### config.mk
export PLATFORM = sky130hd
export DESIGN_NAME = adctc_channel
export DESIGN_NICKNAME = d
export VERILOG_FILES = /design/src/rtl/adctc_pkg.sv /design/src/rtl/adctc_rst_sync.sv /design/src/rtl/adctc_channel.sv
export VERILOG_INCLUDE_DIRS = /design/src /design/src/rtl
export SDC_FILE = /design/constraint.sdc
export NUM_CORES = 1
export LEC_CHECK = 0
export BUFFER_PORTS_ARGS = -buffer_cell sky130_fd_sc_hd__buf_2
export CORE_AREA = 10 10 178 180
export DETAILED_ROUTE_END_ITERATION = 6
export DIE_AREA = 0 0 188 190
export SLEW_MARGIN = 15
export SYNTH_ARGS = -nofsm -noshare
export SYNTH_HDL_FRONTEND = slang
export SYNTH_SLANG_ARGS = --single-unit
### constraint.sdc
create_clock -name clk_sys -period 8.8 [get_ports clk_sys]
set_input_delay 0.88 -clock clk_sys [delete_from_list [all_inputs] [get_ports clk_sys]]
set_output_delay 0.88 -clock clk_sys [all_outputs]
set_load 0.02 [all_outputs]
### src/rtl/adctc_regs.svh
`ifndef ADCTC_REGS_SVH
`define ADCTC_REGS_SVH
// Notes on behaviour
// - Source step bit two: fixed or increment
// - Source step ignored when repeat at source
// - Repeat select: zero destination, one source
// - Mode bit: normal or repeat; normal ignores select
// - Block size 00H means 256 units
// - Transfer count 00H means 256 activations
// - Reload register restores count in repeat mode
// - Sixteen bit source and destination addresses
// - Activation enable bit five gates conversion trigger
// - Activation enable cleared on transfer end condition
// - Request flag set on request; software clears
// - Mask bit zero blocks request flag interrupt when one; event status interrupts pass
// - Run control bit seven starts and stops
// - Run bit reads one through wait and conversion
// - Size bit: zero bytes, one halfwords
// - Chain enable bit stored but unused; no chaining
`define ADCTC_OFS_CTRL     8'h00
`define ADCTC_OFS_BLKSZ    8'h01
`define ADCTC_OFS_COUNT    8'h02
`define ADCTC_OFS_RELOAD   8'h03
`define ADCTC_OFS_SRC_LO   8'h04
`define ADCTC_OFS_SRC_HI   8'h05
`define ADCTC_OFS_DST_LO   8'h06
`define ADCTC_OFS_DST_HI   8'h07
`define ADCTC_OFS_ACTEN    8'h08
`define ADCTC_OFS_IRQF     8'h09
`define ADCTC_OFS_IRQM     8'h0A
`define ADCTC_OFS_MODE0    8'h0B
`define ADCTC_OFS_EVSTAT   8'h0C
`define ADCTC_OFS_EVMASK   8'h0D
`define ADCTC_BIT_MODE     0
`define ADCTC_BIT_REPEAT_AREA_SELECT   1
`define ADCTC_BIT_SRCSTEP  2
`define ADCTC_BIT_DSTSTEP  3
`define ADCTC_BIT_CHAIN    4
`define ADCTC_BIT_SIZE     6
`define ADCTC_BIT_ACTEN    5
`define ADCTC_BIT_CEFLAG   0
`define ADCTC_BIT_CEMASK   0
`define ADCTC_BIT_RUN      7
`define ADCTC_BIT_CMPEN    0
`define ADCTC_RST_BYTE     8'h00
`define ADCTC_RST_MASK     8'hFF
`define ADCTC_STAB_NS      1000
`define ADCTC_CLK_NS       40
`define ADCTC_STAB_CYC     ((`ADCTC_STAB_NS + `ADCTC_CLK_NS - 1) / `ADCTC_CLK_NS)
`endif

### src/rtl/adctc_pkg.sv
package adctc_pkg;
	typedef struct packed {
		logic [7:0] addr;
		logic [7:0] wdata;
		logic       wr;
		logic       rd;
	} adctc_bus_t;
	typedef struct packed {
		logic        req;
		logic        we;
		logic [15:0] addr;
		logic [15:0] wdata;
		logic        wide;
	} adctc_mem_t;
	typedef enum logic [3:0] {
		ST_IDLE  = 4'b0001,
		ST_READ  = 4'b0010,
		ST_WRITE = 4'b0100,
		ST_DONE  = 4'b1000
	} adctc_state_t;
endpackage

### src/rtl/adctc_rst_sync.sv
module adctc_rst_sync (
	input  wire logic clk_sys,
	input  wire logic rst_n,
	output logic      rst_sync_n
);
	logic meta_ff;
	// Release is synchronous so no flop sees a runt reset edge
	always_ff @(posedge clk_sys or negedge rst_n) begin
		if (!rst_n) begin
			meta_ff    <= 1'b0;
			rst_sync_n <= 1'b0;
		end else begin
			meta_ff    <= 1'b1;
			rst_sync_n <= meta_ff;
		end
	end
endmodule

### src/rtl/adctc_channel.sv
`include "adctc_regs.svh"
module adctc_channel (
	input  wire logic                clk_sys,
	input  wire logic                rst_n,
	input  wire adctc_pkg::adctc_bus_t bus_in,
	output logic [7:0]               rdata_ff,
	input  wire logic                conv_end,
	input  wire logic                mem_ack,
	input  wire logic [15:0]         mem_rdata,
	output adctc_pkg::adctc_mem_t    mem_ff,
	output logic                     irq_ff,
	output logic                     xfer_end_ff,
	output logic                     run_ff
);
	logic                   rst_i_n;
	logic                   ce_meta_ff;
	logic                   ce_sync_ff;
	logic                   ce_prev_ff;
	logic                   ce_rise;
	logic [7:0]             ctrl_ff;
	logic [7:0]             blksz_ff;
	logic [7:0]             count_ff;
	logic [7:0]             reload_ff;
	logic [15:0]            src_ff;
	logic [15:0]            dst_ff;
	logic [15:0]            src_base_ff;
	logic [15:0]            dst_base_ff;
	logic [7:0]             acten_ff;
	logic [7:0]             irqf_ff;
	logic [7:0]             irqm_ff;
	logic [7:0]             mode0_ff;
	logic [1:0]             evstat_ff;
	logic [1:0]             evmask_ff;
	logic [8:0]             units_ff;
	logic [15:0]            data_ff;
	logic [7:0]             stab_ff;
	logic                   converting_ff;
	adctc_pkg::adctc_state_t state_ff;
	adctc_pkg::adctc_state_t nxt_state;
	logic                   wr_hit;
	logic                   start;
	logic                   blk_last;
	logic                   cnt_last;
	logic                   is_rpt;
	logic                   rpt_src;
	logic                   src_inc;
	logic                   end_cond;
	logic [1:0]             ev_set;
	logic [15:0]            step;

	adctc_rst_sync u_rst (
		.clk_sys    (clk_sys),
		.rst_n      (rst_n),
		.rst_sync_n (rst_i_n)
	);

	function automatic logic [8:0] units_of(input logic [7:0] v);
		units_of = (v == 8'h00) ? 9'h100 : {1'b0, v};
	endfunction

	// Conversion-end pin crosses in through two flops
	always_ff @(posedge clk_sys or negedge rst_i_n) begin
		if (!rst_i_n) begin
			ce_meta_ff <= 1'b0;
			ce_sync_ff <= 1'b0;
			ce_prev_ff <= 1'b0;
		end else begin
			ce_meta_ff <= conv_end;
			ce_sync_ff <= ce_meta_ff;
			ce_prev_ff <= ce_sync_ff;
		end
	end
	assign ce_rise = ce_sync_ff && !ce_prev_ff;

	assign is_rpt   = ctrl_ff[`ADCTC_BIT_MODE];
	assign rpt_src  = is_rpt && ctrl_ff[`ADCTC_BIT_REPEAT_AREA_SELECT];
	// Repeat area at the source always steps; its step bit has no say
	assign src_inc  = ctrl_ff[`ADCTC_BIT_SRCSTEP] || rpt_src;
	assign step     = ctrl_ff[`ADCTC_BIT_SIZE] ? 16'h0002 : 16'h0001;
	assign blk_last = (units_ff == 9'h001);
	assign cnt_last = (count_ff == 8'h01);
	assign end_cond = (state_ff == adctc_pkg::ST_DONE) && cnt_last && !is_rpt;
	// Trigger only when activation enabled and run bit set
	assign start    = ce_rise && acten_ff[`ADCTC_BIT_ACTEN] && mode0_ff[`ADCTC_BIT_RUN];
	assign wr_hit   = bus_in.wr;
	assign ev_set   = {end_cond, ce_rise};

	always_comb begin
		nxt_state = state_ff;
		case (state_ff)
			adctc_pkg::ST_IDLE:  if (start) nxt_state = adctc_pkg::ST_READ;
			adctc_pkg::ST_READ:  if (mem_ack) nxt_state = adctc_pkg::ST_WRITE;
			adctc_pkg::ST_WRITE: if (mem_ack) begin
				nxt_state = blk_last ? adctc_pkg::ST_DONE : adctc_pkg::ST_READ;
			end
			adctc_pkg::ST_DONE:  nxt_state = adctc_pkg::ST_IDLE;
			default:             nxt_state = adctc_pkg::ST_IDLE;
		endcase
	end

	always_ff @(posedge clk_sys or negedge rst_i_n) begin
		if (!rst_i_n) begin
			state_ff <= adctc_pkg::ST_IDLE;
		end else begin
			state_ff <= nxt_state;
		end
	end

	// Memory request held until acknowledged
	always_ff @(posedge clk_sys or negedge rst_i_n) begin
		if (!rst_i_n) begin
			mem_ff  <= '0;
			data_ff <= 16'h0000;
		end else begin
			mem_ff.wide <= ctrl_ff[`ADCTC_BIT_SIZE];
			case (nxt_state)
				adctc_pkg::ST_READ: begin
					mem_ff.req  <= 1'b1;
					mem_ff.we   <= 1'b0;
					mem_ff.addr <= src_ff;
				end
				adctc_pkg::ST_WRITE: begin
					mem_ff.req   <= 1'b1;
					mem_ff.we    <= 1'b1;
					mem_ff.addr  <= dst_ff;
					mem_ff.wdata <= (state_ff == adctc_pkg::ST_READ) ? mem_rdata : data_ff;
				end
				default: mem_ff.req <= 1'b0;
			endcase
			if (state_ff == adctc_pkg::ST_READ && mem_ack) begin
				data_ff <= mem_rdata;
			end
		end
	end

	// Block, count and address progress
	always_ff @(posedge clk_sys or negedge rst_i_n) begin
		if (!rst_i_n) begin
			units_ff    <= 9'h000;
			src_ff      <= 16'h0000;
			dst_ff      <= 16'h0000;
			src_base_ff <= 16'h0000;
			dst_base_ff <= 16'h0000;
			count_ff    <= `ADCTC_RST_BYTE;
		end else begin
			if (wr_hit && bus_in.addr == `ADCTC_OFS_SRC_LO) begin
				src_ff[7:0]      <= bus_in.wdata;
				src_base_ff[7:0] <= bus_in.wdata;
			end
			if (wr_hit && bus_in.addr == `ADCTC_OFS_SRC_HI) begin
				src_ff[15:8]      <= bus_in.wdata;
				src_base_ff[15:8] <= bus_in.wdata;
			end
			if (wr_hit && bus_in.addr == `ADCTC_OFS_DST_LO) begin
				dst_ff[7:0]      <= bus_in.wdata;
				dst_base_ff[7:0] <= bus_in.wdata;
			end
			if (wr_hit && bus_in.addr == `ADCTC_OFS_DST_HI) begin
				dst_ff[15:8]      <= bus_in.wdata;
				dst_base_ff[15:8] <= bus_in.wdata;
			end
			if (wr_hit && bus_in.addr == `ADCTC_OFS_COUNT) begin
				count_ff <= bus_in.wdata;
			end
			if (start && state_ff == adctc_pkg::ST_IDLE) begin
				units_ff <= units_of(blksz_ff);
			end
			if (state_ff == adctc_pkg::ST_READ && mem_ack && src_inc) begin
				src_ff <= src_ff + step;
			end
			if (state_ff == adctc_pkg::ST_WRITE && mem_ack) begin
				units_ff <= units_ff - 9'h001;
				if (!rpt_src) begin
					dst_ff <= dst_ff + step;
				end
			end
			if (state_ff == adctc_pkg::ST_DONE) begin
				count_ff <= count_ff - 8'h01;
				// Repeat area keeps moving until the count expires, then returns
				if (is_rpt && rpt_src && cnt_last) begin
					src_ff <= src_base_ff;
				end
				if (is_rpt && !rpt_src && cnt_last) begin
					dst_ff <= dst_base_ff;
				end
				if (is_rpt && cnt_last) begin
					count_ff <= reload_ff;
				end
			end
		end
	end

	// Software registers; hardware clears win only where defined
	always_ff @(posedge clk_sys or negedge rst_i_n) begin
		if (!rst_i_n) begin
			ctrl_ff   <= `ADCTC_RST_BYTE;
			blksz_ff  <= `ADCTC_RST_BYTE;
			reload_ff <= `ADCTC_RST_BYTE;
			acten_ff  <= `ADCTC_RST_BYTE;
			irqm_ff   <= `ADCTC_RST_MASK;
		end else begin
			if (wr_hit) begin
				case (bus_in.addr)
					`ADCTC_OFS_CTRL:   ctrl_ff   <= bus_in.wdata & 8'h5F;
					`ADCTC_OFS_BLKSZ:  blksz_ff  <= bus_in.wdata;
					`ADCTC_OFS_RELOAD: reload_ff <= bus_in.wdata;
					`ADCTC_OFS_ACTEN:  acten_ff  <= bus_in.wdata;
					`ADCTC_OFS_IRQM:   irqm_ff   <= bus_in.wdata;
					default: ;
				endcase
			end
			if (end_cond) begin
				acten_ff[`ADCTC_BIT_ACTEN] <= 1'b0;
			end
		end
	end

	// Request flag: write 0 clears, hardware set wins
	always_ff @(posedge clk_sys or negedge rst_i_n) begin
		if (!rst_i_n) begin
			irqf_ff   <= `ADCTC_RST_BYTE;
			evstat_ff <= 2'b00;
			evmask_ff <= 2'b00;
		end else begin
			if (wr_hit && bus_in.addr == `ADCTC_OFS_IRQF) begin
				irqf_ff <= bus_in.wdata & irqf_ff;
			end
			if (ce_rise) begin
				irqf_ff[`ADCTC_BIT_CEFLAG] <= 1'b1;
			end
			if (wr_hit && bus_in.addr == `ADCTC_OFS_EVMASK) begin
				evmask_ff <= bus_in.wdata[1:0];
			end
			evstat_ff <= (evstat_ff
				& ~((wr_hit && bus_in.addr == `ADCTC_OFS_EVSTAT) ? bus_in.wdata[1:0] : 2'b00))
				| ev_set;
		end
	end

	// Converter run bit reads 1 only while waiting or converting
	always_ff @(posedge clk_sys or negedge rst_i_n) begin
		if (!rst_i_n) begin
			mode0_ff      <= `ADCTC_RST_BYTE;
			stab_ff       <= 8'h00;
			converting_ff <= 1'b0;
		end else begin
			if (wr_hit && bus_in.addr == `ADCTC_OFS_MODE0) begin
				mode0_ff <= bus_in.wdata;
				stab_ff  <= bus_in.wdata[`ADCTC_BIT_RUN] ? 8'(`ADCTC_STAB_CYC) : 8'h00;
			end else if (stab_ff != 8'h00) begin
				stab_ff <= stab_ff - 8'h01;
			end
			converting_ff <= mode0_ff[`ADCTC_BIT_RUN] && stab_ff == 8'h00;
		end
	end

	// Read mux; data appear one cycle after the strobe
	always_ff @(posedge clk_sys or negedge rst_i_n) begin
		if (!rst_i_n) begin
			rdata_ff <= 8'h00;
		end else if (bus_in.rd) begin
			case (bus_in.addr)
				`ADCTC_OFS_CTRL:   rdata_ff <= ctrl_ff;
				`ADCTC_OFS_BLKSZ:  rdata_ff <= blksz_ff;
				`ADCTC_OFS_COUNT:  rdata_ff <= count_ff;
				`ADCTC_OFS_RELOAD: rdata_ff <= reload_ff;
				`ADCTC_OFS_SRC_LO: rdata_ff <= src_ff[7:0];
				`ADCTC_OFS_SRC_HI: rdata_ff <= src_ff[15:8];
				`ADCTC_OFS_DST_LO: rdata_ff <= dst_ff[7:0];
				`ADCTC_OFS_DST_HI: rdata_ff <= dst_ff[15:8];
				`ADCTC_OFS_ACTEN:  rdata_ff <= acten_ff;
				`ADCTC_OFS_IRQF:   rdata_ff <= irqf_ff;
				`ADCTC_OFS_IRQM:   rdata_ff <= irqm_ff;
				`ADCTC_OFS_MODE0:  rdata_ff <= mode0_ff;
				`ADCTC_OFS_EVSTAT: rdata_ff <= {6'h00, evstat_ff};
				`ADCTC_OFS_EVMASK: rdata_ff <= {6'h00, evmask_ff};
				default:           rdata_ff <= 8'h00;
			endcase
		end else begin
			rdata_ff <= 8'h00;
		end
	end

	// Outputs
	always_ff @(posedge clk_sys or negedge rst_i_n) begin
		if (!rst_i_n) begin
			irq_ff      <= 1'b0;
			xfer_end_ff <= 1'b0;
			run_ff      <= 1'b0;
		end else begin
			irq_ff      <= |(evstat_ff & evmask_ff)
				|| (irqf_ff[`ADCTC_BIT_CEFLAG] && !irqm_ff[`ADCTC_BIT_CEMASK]);
			xfer_end_ff <= end_cond;
			run_ff      <= converting_ff;
		end
	end

	chk_acten_clear: assert property (@(posedge clk_sys) disable iff (!rst_i_n)
		end_cond |=> !acten_ff[`ADCTC_BIT_ACTEN])
		else $error("activation enable not cleared");
	chk_end_pulse: assert property (@(posedge clk_sys) disable iff (!rst_i_n)
		end_cond |=> xfer_end_ff)
		else $error("transfer end missing");
	chk_count_reload: assert property (@(posedge clk_sys) disable iff (!rst_i_n)
		(state_ff == adctc_pkg::ST_DONE && is_rpt && cnt_last) |=> count_ff == $past(reload_ff))
		else $error("count not reloaded");
	chk_count_dec: assert property (@(posedge clk_sys) disable iff (!rst_i_n)
		(state_ff == adctc_pkg::ST_DONE && !cnt_last && !wr_hit) |=> count_ff == $past(count_ff) - 8'h01)
		else $error("count not decremented");
	chk_src_fixed: assert property (@(posedge clk_sys) disable iff (!rst_i_n)
		(state_ff == adctc_pkg::ST_READ && !src_inc && !rpt_src && !wr_hit) |=> $stable(src_ff))
		else $error("source moved while fixed");
	chk_start_gate: assert property (@(posedge clk_sys) disable iff (!rst_i_n)
		(state_ff == adctc_pkg::ST_IDLE && !acten_ff[`ADCTC_BIT_ACTEN]) |=> state_ff == adctc_pkg::ST_IDLE)
		else $error("started while disabled");
	chk_flag_set: assert property (@(posedge clk_sys) disable iff (!rst_i_n)
		ce_rise |=> irqf_ff[`ADCTC_BIT_CEFLAG])
		else $error("request flag not set");
	chk_mask_block: assert property (@(posedge clk_sys) disable iff (!rst_i_n)
		(irqm_ff[`ADCTC_BIT_CEMASK] && evstat_ff == 2'b00 && $stable(irqm_ff)) |=> !irq_ff)
		else $error("masked request raised irq");
	chk_src_repeat: assert property (@(posedge clk_sys) disable iff (!rst_i_n)
		(state_ff == adctc_pkg::ST_READ && mem_ack && rpt_src && !wr_hit)
		|=> src_ff == $past(src_ff) + $past(step))
		else $error("repeat source did not step");
	chk_dst_hold: assert property (@(posedge clk_sys) disable iff (!rst_i_n)
		(state_ff == adctc_pkg::ST_WRITE && rpt_src && !wr_hit) |=> $stable(dst_ff))
		else $error("destination moved while source repeats");
	chk_rpt_return: assert property (@(posedge clk_sys) disable iff (!rst_i_n)
		(state_ff == adctc_pkg::ST_DONE && rpt_src && cnt_last)
		|=> src_ff == $past(src_base_ff))
		else $error("repeat source not returned");
	chk_units_full: assert property (@(posedge clk_sys) disable iff (!rst_i_n)
		(state_ff == adctc_pkg::ST_IDLE && start && blksz_ff == 8'h00)
		|=> units_ff == 9'h100)
		else $error("block of 00 not 256 units");
	chk_irq_level: assert property (@(posedge clk_sys) disable iff (!rst_i_n)
		(irqf_ff[`ADCTC_BIT_CEFLAG] && !irqm_ff[`ADCTC_BIT_CEMASK]) |=> irq_ff)
		else $error("unmasked request without irq");
	chk_run_wait: assert property (@(posedge clk_sys) disable iff (!rst_i_n)
		(stab_ff != 8'h00) |-> ##2 !run_ff)
		else $error("run shown inside stabilisation wait");
endmodule

==> impl_metrics.tcl, run 1 <==
set metrics [dict create \
    start_util_pct 39.2 \
    yosysWarnings 0 \
    fin_skew_ns 0.0177 \
    rsz0062_at_grt "false" \
    core_um2 28200 \
    slowest_delay_ns 0.72 \
    cts_buffer_depth 3 \
    slew_headroom_pct 27.4 \
    fin_nets 1189 \
    max_clock_freq_mhz 314 \
    rr_endpoint "src_ff[12]" \
    antenna_found_initial 2 \
    cts_tree "yes" \
    die_area_um2 35700 \
    path_depth 6 \
    hold_buffers 0 \
    drv_cap 0 \
    finalHoldViolCount 0 \
    grt_pass1_wl_um 50100 \
    ys.flop_type "dfrtp_1" \
    fp.dieH_um 190 \
    critPathRequiredTime_ns 9.21 \
    hp-class "primary input to async pin" \
    leakagePower_nw 5.82 \
    synth.mux.area_fraction_pct 13.7 \
    cts_max_level 1 \
    synth_fa_ha_area_share_pct 1.38 \
    nFillCells 2742 \
    synth_edf_count 0 \
    grt_max_degree 162 \
    critPathArrivalTime_ns 3.59 \
    cts_root_buf "clkbuf_16" \
    worst_slew_pin_slew_ns 1.08 \
    synthCells 1088 \
    min_period_over_period_pct 36.1 \
    cts_setup_buffers 0 \
    startpoint "bus_in[10]" \
    via_per_inst 5.57 \
    critPathMaxFanout 40 \
    finalSetupViolCount 0 \
    crit_chain "buf_2, and2_1, nand4_1, nor2_1, a221oi_1, a22o_1" \
    clkSinkCount 219 \
    yosys.area_share.simple_pct 18.0 \
    total_power_mw 2.51 \
    synth_xor_xnor_area_share_pct 1.03 \
    worstSetupEndpoint "dst_ff[10]" \
    slowest_stage "buf_2" \
    grt_pass1_vias 8650 \
    synth-async-reset-ratio_pct 100 \
    drc 0 \
    synth_compound_area_share_pct 13.2 \
    ys_seq_area_share_pct 49.6 \
    die_x_um 188 \
    cpLargestDelayFamily "simple AND/OR/NAND/NOR gates" \
    totalNegativeSetupSlack_ns 0 \
    power.density_nw_per_um2 199 \
    peakVddDrop_mv 0.129 \
    critPathKind "primary input to register" \
    clk-insertion-delay-late_ns 0.54 \
    r2r_start "state_ff[2]" \
    dp_slack_ns 5.12 \
    portBuffers 83 \
    syn-cell-area_um2 11100 \
    wl_per_cell_um 20.2 \
    post_cts_resized 0 \
    synth-seq-cells 219 \
    clk_pin_slew_ns 0.06 \
    vias 8592 \
    io_pins 84 \
    cp-end-kind "register" \
    grtUsageTotal_pct 17.2 \
    grt-ovfl-total 0 \
    drtIter0Drc 700 \
    numCtsBuffers 24 \
    maxSlewViolCount 0 \
    syn-num-nets 1137 \
    status "completed" \
    ant_nets 0 \
    syn2layout_area_growth_pct 13.6 \
    drive_gt1_share_pct 20.7 \
    path_buf_inv 1 \
    rows 62 \
    reg2reg_slack_ns 6.02 \
    fin_area_um2 12600 \
    min_period_ns 3.18 \
    dpl_cell_area_um2 11800 \
    synth_top_family_by_area "simple AND/OR/NAND/NOR gates" \
    holdWs_ns 0.132 \
    synthDistinctLibCells 82 \
    timing.final.ws_setup_ns 5.62 \
    finalWirelength_um 31100 \
    avgSynthCellArea_um2 10.2 \
    reg2reg_depth 5 \
    first_pass_iters 5 \
    start_kind "primary input" \
    dpl.hpwl_um 21100 \
    gp_congestion 0.895 \
]
## cells in the final DEF, fill, tap and decap left out, types with 11 or more instances in the layout
master	netlist	final
o21ai_0	65	65
clkbuf_16	0	24
o211ai_1	12	12
nor3_1	20	20
nor2_1	48	48
nand3_1	29	29
mux2_2	68	68
a211oi_1	12	12
buf_2	15	83
nand2_1	220	219
o31ai_1	11	11
a21oi_1	29	29
dfrtp_1	210	209
mux2i_1	62	62
inv_1	19	19
## worst min-delay path by stage
stage / start / slack [ns] / end
6_report: rst_n / 0.13 / u_rst.rst_sync_n
5_1_grt: rst_n / 0.13 / u_rst.rst_sync_n
4_1_cts: rst_n / 0.13 / u_rst.rst_sync_n
3_5_place_dp: converting_ff / 0.34 / run_ff
3_3_place_gp: u_rst.meta_ff / 0.33 / u_rst.rst_sync_n
2_1_floorplan: ce_meta_ff / 0.33 / ce_sync_ff
## cell type report
class	instances	area (µm²)	share of cell area, %
clock buffer	30	633	5.03
tap	384	480	3.82
inverter	20	75.1	0.596
timing repair buffer	89	473	3.76
multi-input combinational	786	5260	41.8
clock inverter	14	166	1.32
sequential	219	5500	43.6
antenna	1	2.50	0.0199
## flip-flops by register name (all words and copies together) (netlist names), 2 cells and up
signal,cells
evstat_ff,2
state_ff,4
acten_ff,8
units_ff,9
blksz_ff,8
data_ff,16
mode0_ff,8
ctrl_ff,6
dst_base_ff,16
count_ff,8
irqf_ff,8
mem_ff,35
reload_ff,8
stab_ff,8
rdata_ff,8
src_base_ff,16
src_ff,16
irqm_ff,8
evmask_ff,2
dst_ff,16
## layer usage
| layer | vias to the layer above | part of all wire, % | wire length, µm | GRT usage (%) |
|---|---|---|---|---|
| met5 | - | 0.035 | 11 | 0 |
| met4 | 2 | 1.7 | 540 | 4.03 |
| met3 | 43 | 7.5 | 2340 | 3.48 |
| met2 | 319 | 43 | 13500 | 26.3 |
| met1 | 4205 | 47 | 14700 | 24.5 |
| li1 | 4023 | - | - | - |
## power by group
group / leakage (nW) / internal, mW / switching (mW)
Clock: 0.382 / 0.602 / 0.422
Combinational: 2.73 / 0.126 / 0.183
Sequential: 2.71 / 1.09 / 0.0858
## cells in the mapped netlist (all sizes together) (12+ instances only)
cell      n  area (µm²)
mux2i    62         621
nand2   221         832
nand3    31         165
dfrtp   210        5260
nor3     26         179
clkbuf   39         146
mux2     68         766
o211ai   12        90.1
a211oi   12        90.1
nor2     50         198
a21oi    29         145
buf      24         124
o21ai    69         345
inv      19        71.3
## cell families (layout without fill, tap and decap cells)
family | count (synthesis) | in the layout
flops | 219 | 219
xor+xnor | 13 | 13
simple gates | 409 | 409
other cells | 1 | 2
compound gates | 216 | 216
buf+inv | 83 | 153
fa+ha+maj | 11 | 11
mux | 136 | 136
## through the flow
step | cells | utilization, %
after global placement | 1498 | 41.7
final | 1543 | 44.6
after global routing | 1542 | 44.6
after CTS | 1542 | 44.5
after detailed placement | 1498 | 41.7
after floorplan | 1088 | -
Power figures use the tool's default switching activity.
==> run 2, diff against run 1 <==
==> constraint.sdc (replaced) <==
create_clock -name clk_sys -period 2.7 [get_ports clk_sys]
set_input_delay 0.27 -clock clk_sys [delete_from_list [all_inputs] [get_ports clk_sys]]
set_output_delay 0.27 -clock clk_sys [all_outputs]
set_load 0.02 [all_outputs]
==> run 2 against run 1 <==
Total power grew to 3.2 times the previous value. Clock skew decreased by 0.0047 ns. Utilization grew 1.2 points. Sequential cell count stayed put. Sequential share of layout area decreased by 1.2 points. Register-to-register slack lost 5.7 ns. Non-clock buffer count increased by 43. Critical endpoint is now src_ff[14]. Largest power group unchanged.
==> impl_metrics.tcl, run 2 (synthesis gave the netlist of run 1 again) <==
set metrics [dict create \
    min_period_ns 2.37 \
    holdWs_ns 0.0202 \
    clk_pin_slew_ns 0.06 \
    syn2layout_area_growth_pct 16.7 \
    antenna_cells 0 \
    finalSetupViolCount 0 \
    numCtsBuffers 25 \
    cts_tree "yes" \
    critPathMaxFanout 7 \
    multi_input_area_um2 5260 \
    cts_root_buf "clkbuf_16" \
    min_period_over_period_pct 87.9 \
    io_pins 84 \
    cts_max_level 1 \
    grt-ovfl-total 0 \
    dpl.hpwl_um 22100 \
    die_x_um 188 \
    finalHoldViolCount 0 \
    finish.utilization_pct 45.8 \
    antenna_found_initial 0 \
    hp-start "mem_rdata[13]" \
    r2r_start "ctrl_ff[6]" \
    critPathArrivalTime_ns 2.77 \
    wl_per_cell_um 20.2 \
    start_util_pct 39.2 \
    hp-class "primary input to register" \
    ant_nets 0 \
    totalNegativeSetupSlack_ns 0 \
    drtIter0Drc 644 \
    grt_pass1_wl_um 50700 \
    slowest_delay_ns 0.51 \
    fin_skew_ns 0.0131 \
    start_kind "register" \
    worst_slew_pin_slew_ns 0.710 \
    core_um2 28200 \
    leakagePower_nw 6.02 \
    critPathKind "register to register" \
    most-common-layout-cells "219 x nand2_1, 209 x dfrtp_1, 83 x buf_2" \
    post_cts_resized 0 \
    clkSinkCount 219 \
    largest_register_ffs 35 \
    seqCellArea_um2 5500 \
    gp_congestion 0.930 \
    rsz0062_at_grt "false" \
    drc 0 \
    drv_cap 0 \
    rr_endpoint "src_ff[14]" \
    max_flop_register "mem_ff" \
    die_area_um2 35700 \
    maxSlewViolCount 0 \
    slew_headroom_pct 52.6 \
    first_pass_iters 5 \
    reg2reg_slack_ns 0.33 \
    peakVddDrop_mv 0.450 \
    grtUsageTotal_pct 17.4 \
    slowest_stage "or4_1" \
    total_power_mw 8.10 \
    grt_pass1_vias 8703 \
    layout_commonest_cell "nand2_1" \
    critPathRequiredTime_ns 3.10 \
    reg2reg_depth 8 \
    status "completed" \
    rows 62 \
    min_to "data_ff[13]" \
    power.density_nw_per_um2 626 \
    nFillCells 2730 \
    crit_chain "inv_1, ha_1, inv_1, fa_1, nand3b_1, or4_1, o211ai_1, o21ai_0" \
    finalWirelength_um 32000 \
    grt_max_degree 75 \
    cp-end-kind "register" \
    cts_buffer_depth 3 \
    fin_nets 1233 \
    critPathMostFrequentCell "inv_1" \
    drive_gt1_share_pct 22.4 \
    hold_depth 2 \
    portBuffers 83 \
    clk-insertion-delay-late_ns 0.52 \
    fp.dieH_um 190 \
    vias 8871 \
    max_clock_freq_mhz 421 \
    via_per_inst 5.60 \
]
-- run 2: critical path, delay by kind of cell, from the launching register on --
family / cells / cell delay (ns)
AOI/OAI and AO/OA: 2 / 0.24
DFF: 1 / 0.38
and+or+nand+nor: 2 / 0.80
adders and majority gates: 2 / 0.60
buffers and inverters: 2 / 0.23
-- run 2: repair_timing --
action / CTS / global route
buffers inserted: 0 / 0
hold endpoints to repair: 14 / 0
endpoints found under the setup margin: 0 / 0
hold buffers: 13 / 0
-- run 2: routing by layer --
metal / vias to the layer above / GRT usage [%] / routed length (µm)
met3: 52 / 3.35 / 2360
met2: 335 / 26.3 / 13900
met5: - / 0 / 0
li1: 4113 / - / -
met1: 4371 / 24.9 / 15000
met4: 0 / 5.11 / 775
-- run 2: worst max path at each step --
| stage | cells past startpoint | endpoint | startpoint | slack (ns) |
|---|---|---|---|---|
| final | 8 | src_ff[14] | ctrl_ff[6] | 0.33 |
| after global routing | 8 | src_ff[14] | ctrl_ff[6] | 0.13 |
| after CTS | 8 | src_ff[14] | ctrl_ff[6] | 0.33 |
| after detailed placement | 8 | src_ff[14] | ctrl_ff[6] | 0.36 |
| after global placement | 8 | src_ff[14] | ctrl_ff[6] | 0.38 |
| after floorplan | 8 | src_ff[14] | ctrl_ff[6] | 0.44 |
-- run 2: metrics by stage --
stage / worst slack, ns / std cells / area, µm²
after floorplan: 0.443 / 1088 / 11100
after global placement: 0.378 / 1528 / 12000
after detailed placement: 0.355 / 1528 / 12000
after CTS: 0.332 / 1585 / 12900
after global routing: 0.134 / 1585 / 12900
final: 0.326 / 1585 / 12900
-- run 2: layout make-up --
type / instances / area share (%)
clock buffers: 37 / 5.65
clock inverters: 7 / 0.329
inverters: 20 / 0.580
multi-input cells: 786 / 40.6
flip-flops and latches: 219 / 42.5
well taps: 384 / 3.71
repair buffers: 132 / 6.60
-- run 2: where the power goes --
group | internal [mW] | switching [mW] | leakage [nW] | total (mW)
Sequential | 3.56 | 0.260 | 2.71 | 3.82
Combinational | 0.442 | 0.626 | 2.93 | 1.07
Clock | 1.86 | 1.35 | 0.374 | 3.21
